==> src/include/tbr_params.svh <==
`ifndef TBR_PARAMS_SVH
`define TBR_PARAMS_SVH
// clock and timebase
`define TBR_CLK_MHZ       125
`define TBR_TICK_NS       1000
// durations in timebase ticks (microseconds)
`define TBR_TIMEOUT_US    30000
`define TBR_GAP_US        40
`define TBR_IDLE_US       100
// recovery clock rate and pulse budget
`define TBR_REC_HZ        8500
`define TBR_REC_PULSES    5'h10
// cycles a released pair waits before watching again
`define TBR_SETTLE_CYC    3'h4
// register map
`define TBR_CTRL_OFF      8'h00
`define TBR_STAT_OFF      8'h04
`define TBR_CTRL_EN_BIT   0
`define TBR_CTRL_RST      32'h0000_0001
`define TBR_RESP_OKAY     2'h0
`define TBR_RESP_DECERR   2'h3
`endif

==> src/include/tbr_pkg.sv <==
package tbr_pkg;
    // connection controller states, one-hot
    typedef enum logic [6:0] {
        ST_LOCK  = 7'h01,
        ST_WAIT  = 7'h02,
        ST_CONN  = 7'h04,
        ST_GAP   = 7'h08,
        ST_PULSE = 7'h10,
        ST_STOP  = 7'h20,
        ST_REARM = 7'h40
    } tbr_state_t;
    // which side of a pair is pulling low
    typedef enum logic [1:0] {
        OWN_NONE = 2'h0,
        OWN_ISO  = 2'h1,
        OWN_REC  = 2'h2
    } tbr_owner_t;
endpackage : tbr_pkg

==> src/rtl/tbr_buffer.sv <==
`timescale 1ns/1ns
`include "tbr_params.svh"
// Function
// - during supply lockout ignore both buses and keep precharge on
// - after lockout watch both segments for stop or idle
// - join only if both idle, or one stops while other idle
// - precharge off at connect, back on only in lockout
// - connected: a low on either side of a pair drives the other low
// - a connected pair goes high only when every device released it
// - start stuck timer while recovery data or clock is low
// - a line's stuck timer restarts when that line goes high, in lockout, during recovery or on a forced connection
// - line low for full timeout breaks data and clock connections
// - wait minimum gap, then up to sixteen recovery clock pulses
// - after the pulses issue a stop on recovery clock and data
// - stuck line high arms reconnection after stop or idle
// - stuck at power-up: no join until high, recover after timeout
// - ready low if disabled, starting or stuck; high when connected
// - enable low keeps segments apart and ready low
// - enable rising after stuck event forces the connection
// - forced connection restarts the stuck timer and keeps it running
// - accelerators on once connected
// - accelerators off until start-up done and during recovery
module tbr_buffer #(
    parameter int unsigned TIMEOUT_TK = `TBR_TIMEOUT_US, // stuck timeout, ticks
    parameter int unsigned GAP_TK     = `TBR_GAP_US,     // gap before pulses
    parameter int unsigned IDLE_TK    = `TBR_IDLE_US,    // high time for idle
    parameter int unsigned HALF_TK    = 1000000 / (2 * `TBR_REC_HZ) // half pulse
) (
    input  wire logic        aclk,          // system clock
    input  wire logic        aresetn,       // sync reset, low
    input  wire logic        supply_lockout,// supply below lockout level
    input  wire logic        enable,        // connection enable pin
    input  wire logic        iso_sda_i,     // isolated_side_data level
    output logic             iso_sda_o,     // always low
    output logic             iso_sda_oe,    // pull isolated data low
    input  wire logic        iso_scl_i,     // isolated_side_clock level
    output logic             iso_scl_o,     // always low
    output logic             iso_scl_oe,    // pull isolated clock low
    input  wire logic        rec_sda_i,     // recovery_side_data level
    output logic             rec_sda_o,     // always low
    output logic             rec_sda_oe,    // pull recovery data low
    input  wire logic        rec_scl_i,     // recovery_side_clock level
    output logic             rec_scl_o,     // always low
    output logic             rec_scl_oe,    // pull recovery clock low
    output logic             ready_o,       // always low
    output logic             ready_oe,      // pull ready low
    output logic             precharge_on,  // precharge active
    output logic             accel_on,      // accelerators enabled
    input  wire logic [7:0]  s_axi_awaddr,  // write address
    input  wire logic        s_axi_awvalid, // write address valid
    output logic             s_axi_awready, // write address ready
    input  wire logic [31:0] s_axi_wdata,   // write data
    input  wire logic [3:0]  s_axi_wstrb,   // write strobes
    input  wire logic        s_axi_wvalid,  // write data valid
    output logic             s_axi_wready,  // write data ready
    output logic [1:0]       s_axi_bresp,   // write response
    output logic             s_axi_bvalid,  // write response valid
    input  wire logic        s_axi_bready,  // write response ready
    input  wire logic [7:0]  s_axi_araddr,  // read address
    input  wire logic        s_axi_arvalid, // read address valid
    output logic             s_axi_arready, // read address ready
    output logic [31:0]      s_axi_rdata,   // read data
    output logic [1:0]       s_axi_rresp,   // read response
    output logic             s_axi_rvalid,  // read data valid
    input  wire logic        s_axi_rready   // read data ready
);
    localparam int unsigned TICK_CYC = `TBR_TICK_NS * `TBR_CLK_MHZ / 1000;

    tbr_pkg::tbr_state_t st_q;
    tbr_pkg::tbr_owner_t own_q [2];
    logic [5:0]  s1_q, s2_q;
    logic [6:0]  tick_cnt_q;
    logic        tick;
    logic [1:0]  iso_l, rec_l, drv_iso, drv_rec;
    logic [2:0]  settle_q [2];
    logic [1:0]  sda_prev_q, scl_prev_q, stop_seen, idle;
    logic [15:0] idle_cnt_q [2];
    logic [15:0] stk_cnt_q [2];
    logic        stuck_hit, stuck_q, en_prev_q, en_eff, en_rise, joinable;
    logic [15:0] tmr_q;
    logic [4:0]  pcnt_q;
    logic [1:0]  ph_q;
    logic        rec_sda_drv, rec_scl_drv, prech_q, ctrl_en_q;
    logic        lock_s, en_s, rec_scl, rec_sda, iso_scl, iso_sda;

    // timer expiry compare, used by the idle, stuck and recovery tick counters
    function automatic logic tk_done(input logic [15:0] cnt, input int unsigned lim);
        tk_done = (cnt >= 16'(lim));
    endfunction : tk_done

    // two-flop synchronisers on every pin input
    always_ff @(posedge aclk)
    begin
        if (!aresetn)
        begin
            s1_q <= 6'h3F;
            s2_q <= 6'h3F;
        end
        else
        begin
            s1_q <= {supply_lockout, enable, rec_scl_i, rec_sda_i, iso_scl_i, iso_sda_i};
            s2_q <= s1_q;
        end
    end

    assign {lock_s, en_s, rec_scl, rec_sda, iso_scl, iso_sda} = s2_q;
    assign iso_l    = {~iso_scl, ~iso_sda};
    assign rec_l    = {~rec_scl, ~rec_sda};
    assign en_eff   = en_s & ctrl_en_q;
    assign en_rise  = en_eff & ~en_prev_q;

    // one-microsecond timebase
    always_ff @(posedge aclk)
    begin
        if (!aresetn || tick)
            tick_cnt_q <= 7'h00;
        else
            tick_cnt_q <= tick_cnt_q + 7'h01;
    end
    assign tick = (tick_cnt_q == 7'(TICK_CYC - 1));

    always_ff @(posedge aclk)
    begin
        if (!aresetn)
            en_prev_q <= 1'b0;
        else
            en_prev_q <= en_eff;
    end

    // stop and idle watch on both segments, index 0 isolated, 1 recovery
    assign stop_seen[0] = iso_scl & iso_sda & scl_prev_q[0] & ~sda_prev_q[0];
    assign stop_seen[1] = rec_scl & rec_sda & scl_prev_q[1] & ~sda_prev_q[1];
    assign idle[0]      = tk_done(idle_cnt_q[0], IDLE_TK);
    assign idle[1]      = tk_done(idle_cnt_q[1], IDLE_TK);
    assign joinable     = (idle[0] & idle[1]) | (stop_seen[0] & idle[1])
                        | (stop_seen[1] & idle[0]);

    always_ff @(posedge aclk)
    begin
        if (!aresetn)
        begin
            sda_prev_q <= 2'h3;
            scl_prev_q <= 2'h3;
        end
        else
        begin
            sda_prev_q <= {rec_sda, iso_sda};
            scl_prev_q <= {rec_scl, iso_scl};
        end
    end

    for (genvar j = 0; j < 2; j++)
    begin : g_side
        // idle counter: both lines of a side high for the idle time
        always_ff @(posedge aclk)
        begin
            if (!aresetn || lock_s || iso_l[j] && j == 0 || rec_l[j] && j == 1
                || (j == 0 ? (iso_l != 2'h0) : (rec_l != 2'h0)))
                idle_cnt_q[j] <= 16'h0000;
            else if (tick && !idle[j])
                idle_cnt_q[j] <= idle_cnt_q[j] + 16'h0001;
        end

        // stuck timer per recovery line, j 0 data, 1 clock
        always_ff @(posedge aclk)
        begin
            if (!aresetn || lock_s || !rec_l[j] || st_q == tbr_pkg::ST_GAP
                || st_q == tbr_pkg::ST_PULSE || st_q == tbr_pkg::ST_STOP)
                stk_cnt_q[j] <= 16'h0000;
            else if (en_rise && stuck_q)
                stk_cnt_q[j] <= 16'h0000;
            else if (tick && !tk_done(stk_cnt_q[j], TIMEOUT_TK))
                stk_cnt_q[j] <= stk_cnt_q[j] + 16'h0001;
        end

        // pair mirror: remember which side pulled first, drive the other
        always_ff @(posedge aclk)
        begin
            if (!aresetn || st_q != tbr_pkg::ST_CONN)
            begin
                own_q[j]    <= tbr_pkg::OWN_NONE;
                settle_q[j] <= 3'h0;
            end
            else
            begin
                case (own_q[j])
                    tbr_pkg::OWN_NONE:
                    begin
                        if (settle_q[j] != 3'h0)
                            settle_q[j] <= settle_q[j] - 3'h1;
                        else if (iso_l[j])
                            own_q[j] <= tbr_pkg::OWN_ISO;
                        else if (rec_l[j])
                            own_q[j] <= tbr_pkg::OWN_REC;
                    end
                    tbr_pkg::OWN_ISO:
                    begin
                        if (!iso_l[j])
                        begin
                            own_q[j]    <= tbr_pkg::OWN_NONE;
                            settle_q[j] <= `TBR_SETTLE_CYC;
                        end
                    end
                    tbr_pkg::OWN_REC:
                    begin
                        if (!rec_l[j])
                        begin
                            own_q[j]    <= tbr_pkg::OWN_NONE;
                            settle_q[j] <= `TBR_SETTLE_CYC;
                        end
                    end
                    default:
                        own_q[j] <= tbr_pkg::OWN_NONE;
                endcase
            end
        end
        assign drv_rec[j] = (own_q[j] == tbr_pkg::OWN_ISO);
        assign drv_iso[j] = (own_q[j] == tbr_pkg::OWN_REC);
    end

    assign stuck_hit = tk_done(stk_cnt_q[0], TIMEOUT_TK)
                     | tk_done(stk_cnt_q[1], TIMEOUT_TK);

    // connection controller
    always_ff @(posedge aclk)
    begin
        if (!aresetn || lock_s)
            st_q <= tbr_pkg::ST_LOCK;
        else
        begin
            case (st_q)
                tbr_pkg::ST_LOCK:
                    st_q <= tbr_pkg::ST_WAIT;
                tbr_pkg::ST_WAIT, tbr_pkg::ST_REARM:
                begin
                    if (en_rise && stuck_q)
                        st_q <= tbr_pkg::ST_CONN;
                    else if (stuck_hit)
                        st_q <= tbr_pkg::ST_GAP;
                    else if (st_q == tbr_pkg::ST_REARM && !rec_l[0] && !rec_l[1])
                        st_q <= tbr_pkg::ST_WAIT;
                    else if (st_q == tbr_pkg::ST_WAIT && en_eff && joinable)
                        st_q <= tbr_pkg::ST_CONN;
                end
                tbr_pkg::ST_CONN:
                begin
                    if (!en_eff)
                        st_q <= tbr_pkg::ST_WAIT;
                    else if (stuck_hit)
                        st_q <= tbr_pkg::ST_GAP;
                end
                tbr_pkg::ST_GAP:
                    if (tick && tk_done(tmr_q, GAP_TK - 1))
                        st_q <= tbr_pkg::ST_PULSE;
                tbr_pkg::ST_PULSE:
                    if (tick && tk_done(tmr_q, HALF_TK - 1) && ph_q[0]
                        && (pcnt_q == `TBR_REC_PULSES - 5'h01 || rec_sda))
                        st_q <= tbr_pkg::ST_STOP;
                tbr_pkg::ST_STOP:
                    if (tick && tk_done(tmr_q, HALF_TK - 1) && ph_q == 2'h2)
                        st_q <= tbr_pkg::ST_REARM;
                default:
                    st_q <= tbr_pkg::ST_LOCK;
            endcase
        end
    end

    // recovery timer, phase and pulse count
    always_ff @(posedge aclk)
    begin
        if (!aresetn || st_q == tbr_pkg::ST_CONN || st_q == tbr_pkg::ST_WAIT
            || st_q == tbr_pkg::ST_LOCK || st_q == tbr_pkg::ST_REARM)
        begin
            tmr_q  <= 16'h0000;
            ph_q   <= 2'h0;
            pcnt_q <= 5'h00;
        end
        else if (tick)
        begin
            if ((st_q == tbr_pkg::ST_GAP && tk_done(tmr_q, GAP_TK - 1))
                || (st_q != tbr_pkg::ST_GAP && tk_done(tmr_q, HALF_TK - 1)))
            begin
                tmr_q <= 16'h0000;
                if (st_q == tbr_pkg::ST_PULSE)
                begin
                    ph_q <= {1'b0, ~ph_q[0]};
                    if (ph_q[0])
                        pcnt_q <= pcnt_q + 5'h01;
                    if (ph_q[0] && st_q != tbr_pkg::ST_PULSE)
                        ph_q <= 2'h0;
                end
                else if (st_q == tbr_pkg::ST_STOP)
                    ph_q <= ph_q + 2'h1;
                else
                    ph_q <= 2'h0;
            end
            else
                tmr_q <= tmr_q + 16'h0001;
        end
    end

    // recovery clock low in first half of each pulse; stop sequence
    assign rec_scl_drv = (st_q == tbr_pkg::ST_PULSE && !ph_q[0])
                       | (st_q == tbr_pkg::ST_STOP && ph_q == 2'h0);
    assign rec_sda_drv = (st_q == tbr_pkg::ST_STOP && ph_q != 2'h2);

    // stuck flag, precharge and pin drivers
    always_ff @(posedge aclk)
    begin
        if (!aresetn || lock_s)
        begin
            stuck_q <= 1'b0;
            prech_q <= 1'b1;
        end
        else if (st_q == tbr_pkg::ST_CONN)
        begin
            stuck_q <= stuck_hit;
            prech_q <= 1'b0;
        end
        else if (stuck_hit)
            stuck_q <= 1'b1;
    end

    always_ff @(posedge aclk)
    begin
        if (!aresetn)
        begin
            {iso_sda_oe, iso_scl_oe, rec_sda_oe, rec_scl_oe} <= 4'h0;
            ready_oe <= 1'b1;
            accel_on <= 1'b0;
        end
        else
        begin
            iso_sda_oe <= drv_iso[0];
            iso_scl_oe <= drv_iso[1];
            rec_sda_oe <= drv_rec[0] | rec_sda_drv;
            rec_scl_oe <= drv_rec[1] | rec_scl_drv;
            ready_oe   <= !(st_q == tbr_pkg::ST_CONN && en_eff);
            accel_on   <= (st_q == tbr_pkg::ST_CONN);
        end
    end
    assign {iso_sda_o, iso_scl_o, rec_sda_o, rec_scl_o, ready_o} = 5'h00;
    assign precharge_on = prech_q;

    // register slave: write takes address and data together
    assign s_axi_awready = s_axi_awvalid & s_axi_wvalid & ~s_axi_bvalid;
    assign s_axi_wready  = s_axi_awready;
    assign s_axi_arready = ~s_axi_rvalid;

    always_ff @(posedge aclk)
    begin
        if (!aresetn)
        begin
            ctrl_en_q    <= 1'(`TBR_CTRL_RST);
            s_axi_bvalid <= 1'b0;
            s_axi_bresp  <= `TBR_RESP_OKAY;
        end
        else if (s_axi_awready)
        begin
            s_axi_bvalid <= 1'b1;
            s_axi_bresp  <= (s_axi_awaddr == `TBR_CTRL_OFF || s_axi_awaddr == `TBR_STAT_OFF)
                          ? `TBR_RESP_OKAY : `TBR_RESP_DECERR;
            if (s_axi_awaddr == `TBR_CTRL_OFF && s_axi_wstrb[0])
                ctrl_en_q <= s_axi_wdata[`TBR_CTRL_EN_BIT];
        end
        else if (s_axi_bready)
            s_axi_bvalid <= 1'b0;
    end

    always_ff @(posedge aclk)
    begin
        if (!aresetn)
        begin
            s_axi_rvalid <= 1'b0;
            s_axi_rdata  <= 32'h0000_0000;
            s_axi_rresp  <= `TBR_RESP_OKAY;
        end
        else if (s_axi_arvalid && s_axi_arready)
        begin
            s_axi_rvalid <= 1'b1;
            s_axi_rresp  <= `TBR_RESP_OKAY;
            s_axi_rdata  <= 32'h0000_0000;
            if (s_axi_araddr == `TBR_CTRL_OFF)
                s_axi_rdata <= {31'h0, ctrl_en_q};
            else if (s_axi_araddr == `TBR_STAT_OFF)
                s_axi_rdata <= {16'h0, 1'b0, st_q, accel_on, prech_q,
                                stuck_q, ~ready_oe, en_s, lock_s, 2'h0};
            else
                s_axi_rresp <= `TBR_RESP_DECERR;
        end
        else if (s_axi_rready)
            s_axi_rvalid <= 1'b0;
    end
endmodule : tbr_buffer

==> config.mk <==
export PLATFORM = sky130hd
export DESIGN_NAME = tbr_buffer
export DESIGN_NICKNAME = d
export VERILOG_FILES = /design/src/include/tbr_pkg.sv /design/src/rtl/tbr_buffer.sv
export VERILOG_INCLUDE_DIRS = /design/src /design/src/include
export SDC_FILE = /design/constraint.sdc
export NUM_CORES = 1
export LEC_CHECK = 0
export BUFFER_PORTS_ARGS = -buffer_cell sky130_fd_sc_hd__buf_4
export CORE_AREA = 2 2 123 125
export CTS_CLUSTER_SIZE = 25
export DETAILED_ROUTE_END_ITERATION = 6
export DIE_AREA = 0 0 125 127
export GPL_ROUTABILITY_DRIVEN = 0
export PLACE_DENSITY = 0.78
export SLEW_MARGIN = 20
export SYNTH_ARGS = -nofsm -noshare
export SYNTH_HDL_FRONTEND = slang
export SYNTH_SLANG_ARGS = --single-unit
==> constraint.sdc <==
create_clock -name aclk -period 2.4 [get_ports aclk]
set_clock_uncertainty 0.15 [all_clocks]
set_input_delay 0.24 -clock aclk [delete_from_list [all_inputs] [get_ports aclk]]
set_output_delay 0.24 -clock aclk [all_outputs]
set_load 0.1 [all_outputs]
==> impl_table.tex <==
\begin{tabular}{lr}
\hline
Metric & Value \\
\hline
\multicolumn{2}{l}{\textbf{Status}} \\
\quad Run status & finished, final reports clean \\
\multicolumn{2}{l}{\textbf{Finish}} \\
\quad Final standard cell count with taps included and fillers excluded & 1059 \\
\quad Ant diodes & 0 \\
\quad Synth-to-layout area growth & 23.04\% \\
\quad Area of the multi-input gates & 3184 µm² \\
\quad Register area & 3845 µm² \\
\quad Fillcell total & 1162 \\
\quad Final net count & 948 \\
\quad Final design utilization & 0.6212 \\
\quad Share of cells above drive strength 1 & 0.1794 \\
\quad Final std cell area, no fill & 8960 µm² \\
\multicolumn{2}{l}{\textbf{Power}} \\
\quad Part of the total power dissipated in combinational logic & 0.076 \\
\quad Reported leakage power & 3.580 nW \\
\quad Sw frac & 0.2774 \\
\quad Pint & 4.341 mW \\
\quad Worst supply voltage drop on vdd & 533.7 µV \\
\quad Final total power & 6.007 mW \\
\quad Portion of total power attributed to sequential cells & 0.472 \\
\quad Power density of the placed cells & 670.4 nW/µm² \\
\quad Power share of the clock group & 0.453 \\
\quad Psw & 1.666 mW \\
\multicolumn{2}{l}{\textbf{Placement}} \\
\quad Total half-perimeter wirelength after legalization and detailed placement & 9911 µm \\
\quad Instance area after placement & 8118 µm² \\
\quad Worst setup timing slack at the placement stage & 0.07834 ns \\
\quad Number of buffers added on ports & 60 \\
\quad Instance count after placement with tap cells included & 1008 \\
\multicolumn{2}{l}{\textbf{Global route}} \\
\quad Via count of the first global-routing pass & 5295 \\
\quad All-Layer GR Usage & 0.1913 \\
\quad Maximum number of pins on one net before global-route repair & 21 \\
\quad GR Overflow Total & 0 \\
\quad Antenna violations before repair & 0 \\
\quad Global-route wire length before repair & 24650 µm \\
\multicolumn{2}{l}{\textbf{STA}} \\
\quad Final cycle utilization of the critical path & 0.9696 \\
\quad Final count of negative-setup-slack endpoints & 0 \\
\quad Final number of max-transition violations & 0 \\
\quad Final setup TNS & 0 ns \\
\quad Worst hold margin & 0.07610 ns \\
\quad Relative slew margins & 0.4727 \\
\quad Final worst-path setup slack & 0.07295 ns \\
\quad Transition time of the tightest slew-check pin & 0.7810 ns \\
\quad Hold Vio Cnt, Final & 0 \\
\quad Achievable clock frequency & 429.7 MHz \\
\quad Min Clock Period, post-route & 2.327 ns \\
\quad Unrepaired setup endpoints after global routing & yes \\
\multicolumn{2}{l}{\textbf{Synthesis}} \\
\quad Proportion of synthesized chip area in sequential cells & 0.5278 \\
\quad Netlist Area Pre-Place & 7282 µm² \\
\quad Async set-reset flop share out of synthesis & 0 \\
\quad Register bit total from synthesis & 155 \\
\quad Post-Synthesis Cells & 735 \\
\quad Synthesized area per cell & 9.907 µm² \\
\quad Yosys warning total & 0 \\
\quad Leading register cell type out of synthesis & sky130\_fd\_sc\_hd\_\_dfxtp\_1 \\
\quad Yosys cell types & 56 \\
\quad EDFF count, synth & 74 \\
\multicolumn{2}{l}{\textbf{Critical path}} \\
\quad Delay of the slowest critical-path stage & 0.43 ns \\
\quad Crit path buf inv count & 0 \\
\quad Cells along the critical path & o311ai\_0, nand4\_1, o22ai\_1, a211oi\_1, o211ai\_2, mux2i\_1, nor2\_1 \\
\quad CP max-delay cell & sky130\_fd\_sc\_hd\_\_edfxtp\_1 \\
\quad Cell family with the largest share of critical-path delay & compound AO/OA/AOI/OAI gates \\
\quad Maximum fanout along the worst path & 6 \\
\quad Worst endpoint data arrival time & 2.49 ns \\
\quad Reg2Reg Launch Point & idle\_cnt\_q[0][2] \\
\quad Slack of the worst reg-to-reg path & 0.07 ns \\
\quad Critical path data required time & 2.56 ns \\
\quad Launching element type of the critical path & register \\
\quad Endpoint type of the worst setup path & register \\
\quad Kind of critical path & register to register \\
\quad Worst setup startpoint & idle\_cnt\_q[0][2] \\
\multicolumn{2}{l}{\textbf{Detailed routing}} \\
\quad DRC & 0 \\
\quad First-pass DRT Iterations & 5 \\
\quad Final antenna-violating net count & 0 \\
\quad Wire per inst & 13.93 µm \\
\quad Vias/cell & 5.198 \\
\quad Via count & 5505 \\
\quad Number of design-rule violations left by the first detailed-router iteration & 386 \\
\quad Final routed wirelength across all metal layers & 14750 µm \\
\multicolumn{2}{l}{\textbf{Min path}} \\
\quad Worst min-delay path startpoint & s\_axi\_araddr[3] \\
\quad Hold/Removal Path Class & input pin to register \\
\multicolumn{2}{l}{\textbf{Floorplanning}} \\
\quad Height of the die & 127 µm \\
\quad Number of top-level pins & 118 \\
\quad Floorplan row count & 44 \\
\quad Die X-Extent & 125 µm \\
\quad Area inside the core boundary & 14420 µm² \\
\quad Die Footprint & 15880 µm² \\
\quad Initial cell density of the core & 0.5049 \\
\multicolumn{2}{l}{\textbf{CTS}} \\
\quad H-tree depth & 4 \\
\quad Later-pin clock latency in the skew report & 0.43 ns \\
\quad Clock tree buffer depth & 2 \\
\quad Master cell of the clock root buffer & sky130\_fd\_sc\_hd\_\_clkbuf\_16 \\
\quad Clock sink count & 155 \\
\quad TritonCTS clock tree & yes \\
\quad CTS buffer count & 17 \\
\quad Clock edge transition at the registers on the reported setup and hold paths & 0.08 ns \\
\multicolumn{2}{l}{\textbf{Flow run}} \\
\quad Max cap viols & 0 \\
\hline
\end{tabular}
[Yosys cell counts (17+ instances only)]
| cell type | instances | area share |
|---|---|---|
| sky130_fd_sc_hd__ha_1 | 21 | 0.036 |
| sky130_fd_sc_hd__buf_4 | 27 | 0.028 |
| sky130_fd_sc_hd__edfxtp_1 | 74 | 0.31 |
| sky130_fd_sc_hd__xnor2_1 | 23 | 0.028 |
| sky130_fd_sc_hd__nand2b_1 | 26 | 0.022 |
| sky130_fd_sc_hd__nand2_1 | 45 | 0.023 |
| sky130_fd_sc_hd__clkbuf_1 | 17 | 0.0088 |
| sky130_fd_sc_hd__nand3_1 | 36 | 0.025 |
| sky130_fd_sc_hd__xor2_1 | 31 | 0.037 |
| sky130_fd_sc_hd__a21oi_1 | 17 | 0.012 |
| sky130_fd_sc_hd__nor2_1 | 126 | 0.065 |
| sky130_fd_sc_hd__inv_1 | 37 | 0.019 |
| sky130_fd_sc_hd__dfxtp_1 | 81 | 0.22 |
| sky130_fd_sc_hd__o21ai_0 | 17 | 0.012 |
| sky130_fd_sc_hd__and3_1 | 19 | 0.016 |
[state kept, by name (all words and copies together) (netlist names), 2 cells and up]
signal,cells
idle_cnt_q,32
own_q,4
pcnt_q,5
ph_q,2
s1_q,6
s2_q,6
s_axi_rdata,14
scl_prev_q,2
sda_prev_q,2
settle_q,6
st_q,7
stk_cnt_q,32
tick_cnt_q,7
tmr_q,16
[worst reg2reg max path, delay by kind of cell (launching register included)]
kind	cells	cell delay, ns
AND/OR/NAND/NOR	2	0.31
AO/OA/AOI/OAI	4	1.05
multiplexers	1	0.29
flip-flops	1	0.43
[cells by family (layout without fill, tap and decap cells)]
kind of cell | after synthesis | count (layout) | share of synthesized area
other | 1 | 43 | 0.0005150
multiplexers | 7 | 7 | 0.009622
flip-flops | 155 | 155 | 0.5278
AO/OA/AOI/OAI | 84 | 84 | 0.07749
AND/OR/NAND/NOR | 325 | 325 | 0.2208
XOR/XNOR | 54 | 54 | 0.06495
buffers and inverters | 88 | 186 | 0.06271
adder cells (fa/ha/maj) | 21 | 21 | 0.03608
[final timing paths]
| path | endpoint | cells after the start |
|---|---|---|
| hold reg to reg | s2_q[2] | 1 |
| setup / recovery | st_q[6] | 7 |
| hold / removal | s_axi_rdata[0] | 4 |
| setup reg to reg | st_q[6] | 7 |
[timing repair]
| item | 4_1_cts | 5_1_grt |
|---|---|---|
| setup endpoints to repair | 0 | 27 |
| hold buffers | 15 | 0 |
| setup buffers | 0 | 4 |
| endpoints found under the hold margin | 13 | 0 |
| gates resized for setup | 0 | 11 |
[power by group through the flow]
stage	Clock (mW)	Combinational (mW)	Sequential [mW]
4_1_cts	2.76	0.447	2.83
3_5_place_dp	0	0.427	2.89
5_1_grt	2.90	0.477	2.84
3_3_place_gp	0	0.423	2.89
6_report	2.72	0.454	2.83
2_1_floorplan	0	0.326	2.92
[placed cells by master (no fill, tap or decap), types with 10 or more instances in the layout]
| master | n |
|---|---|
| sky130_fd_sc_hd__nor2_1 | 125 |
| sky130_fd_sc_hd__buf_4 | 99 |
| sky130_fd_sc_hd__dfxtp_1 | 80 |
| sky130_fd_sc_hd__edfxtp_1 | 74 |
| sky130_fd_sc_hd__nand2_1 | 45 |
| sky130_fd_sc_hd__conb_1 | 43 |
| sky130_fd_sc_hd__inv_1 | 37 |
| sky130_fd_sc_hd__nand3_1 | 36 |
| sky130_fd_sc_hd__xor2_1 | 31 |
| sky130_fd_sc_hd__nand2b_1 | 26 |
| sky130_fd_sc_hd__xnor2_1 | 23 |
| sky130_fd_sc_hd__ha_1 | 21 |
| sky130_fd_sc_hd__and3_1 | 18 |
| sky130_fd_sc_hd__a21oi_1 | 17 |
| sky130_fd_sc_hd__clkbuf_16 | 17 |
| sky130_fd_sc_hd__o21ai_0 | 15 |
| sky130_fd_sc_hd__dlygate4sd3_1 | 15 |
| sky130_fd_sc_hd__nor3_1 | 14 |
| sky130_fd_sc_hd__a22oi_1 | 13 |
| sky130_fd_sc_hd__nor4_1 | 12 |
| sky130_fd_sc_hd__nand4_1 | 11 |
| sky130_fd_sc_hd__a211oi_1 | 10 |
[per-layer routing]
metal  track usage  wire length, µm  up-vias
li1              -                -     2738
met1        0.2350             6433     2642
met2        0.3296             7565      106
met3       0.05402              579       19
met4       0.05817              168        0
met5             0                0        -
[layout make-up]
cell class	count	area share
clock inverter	15	0.02220
clock buffer	17	0.04748
tap	184	0.02569
sequential	155	0.4291
timing repair buffer	116	0.1042
multi-input combinational	534	0.3554
inverter	38	0.01592
No activity file was read; power rests on OpenSTA's default activity.
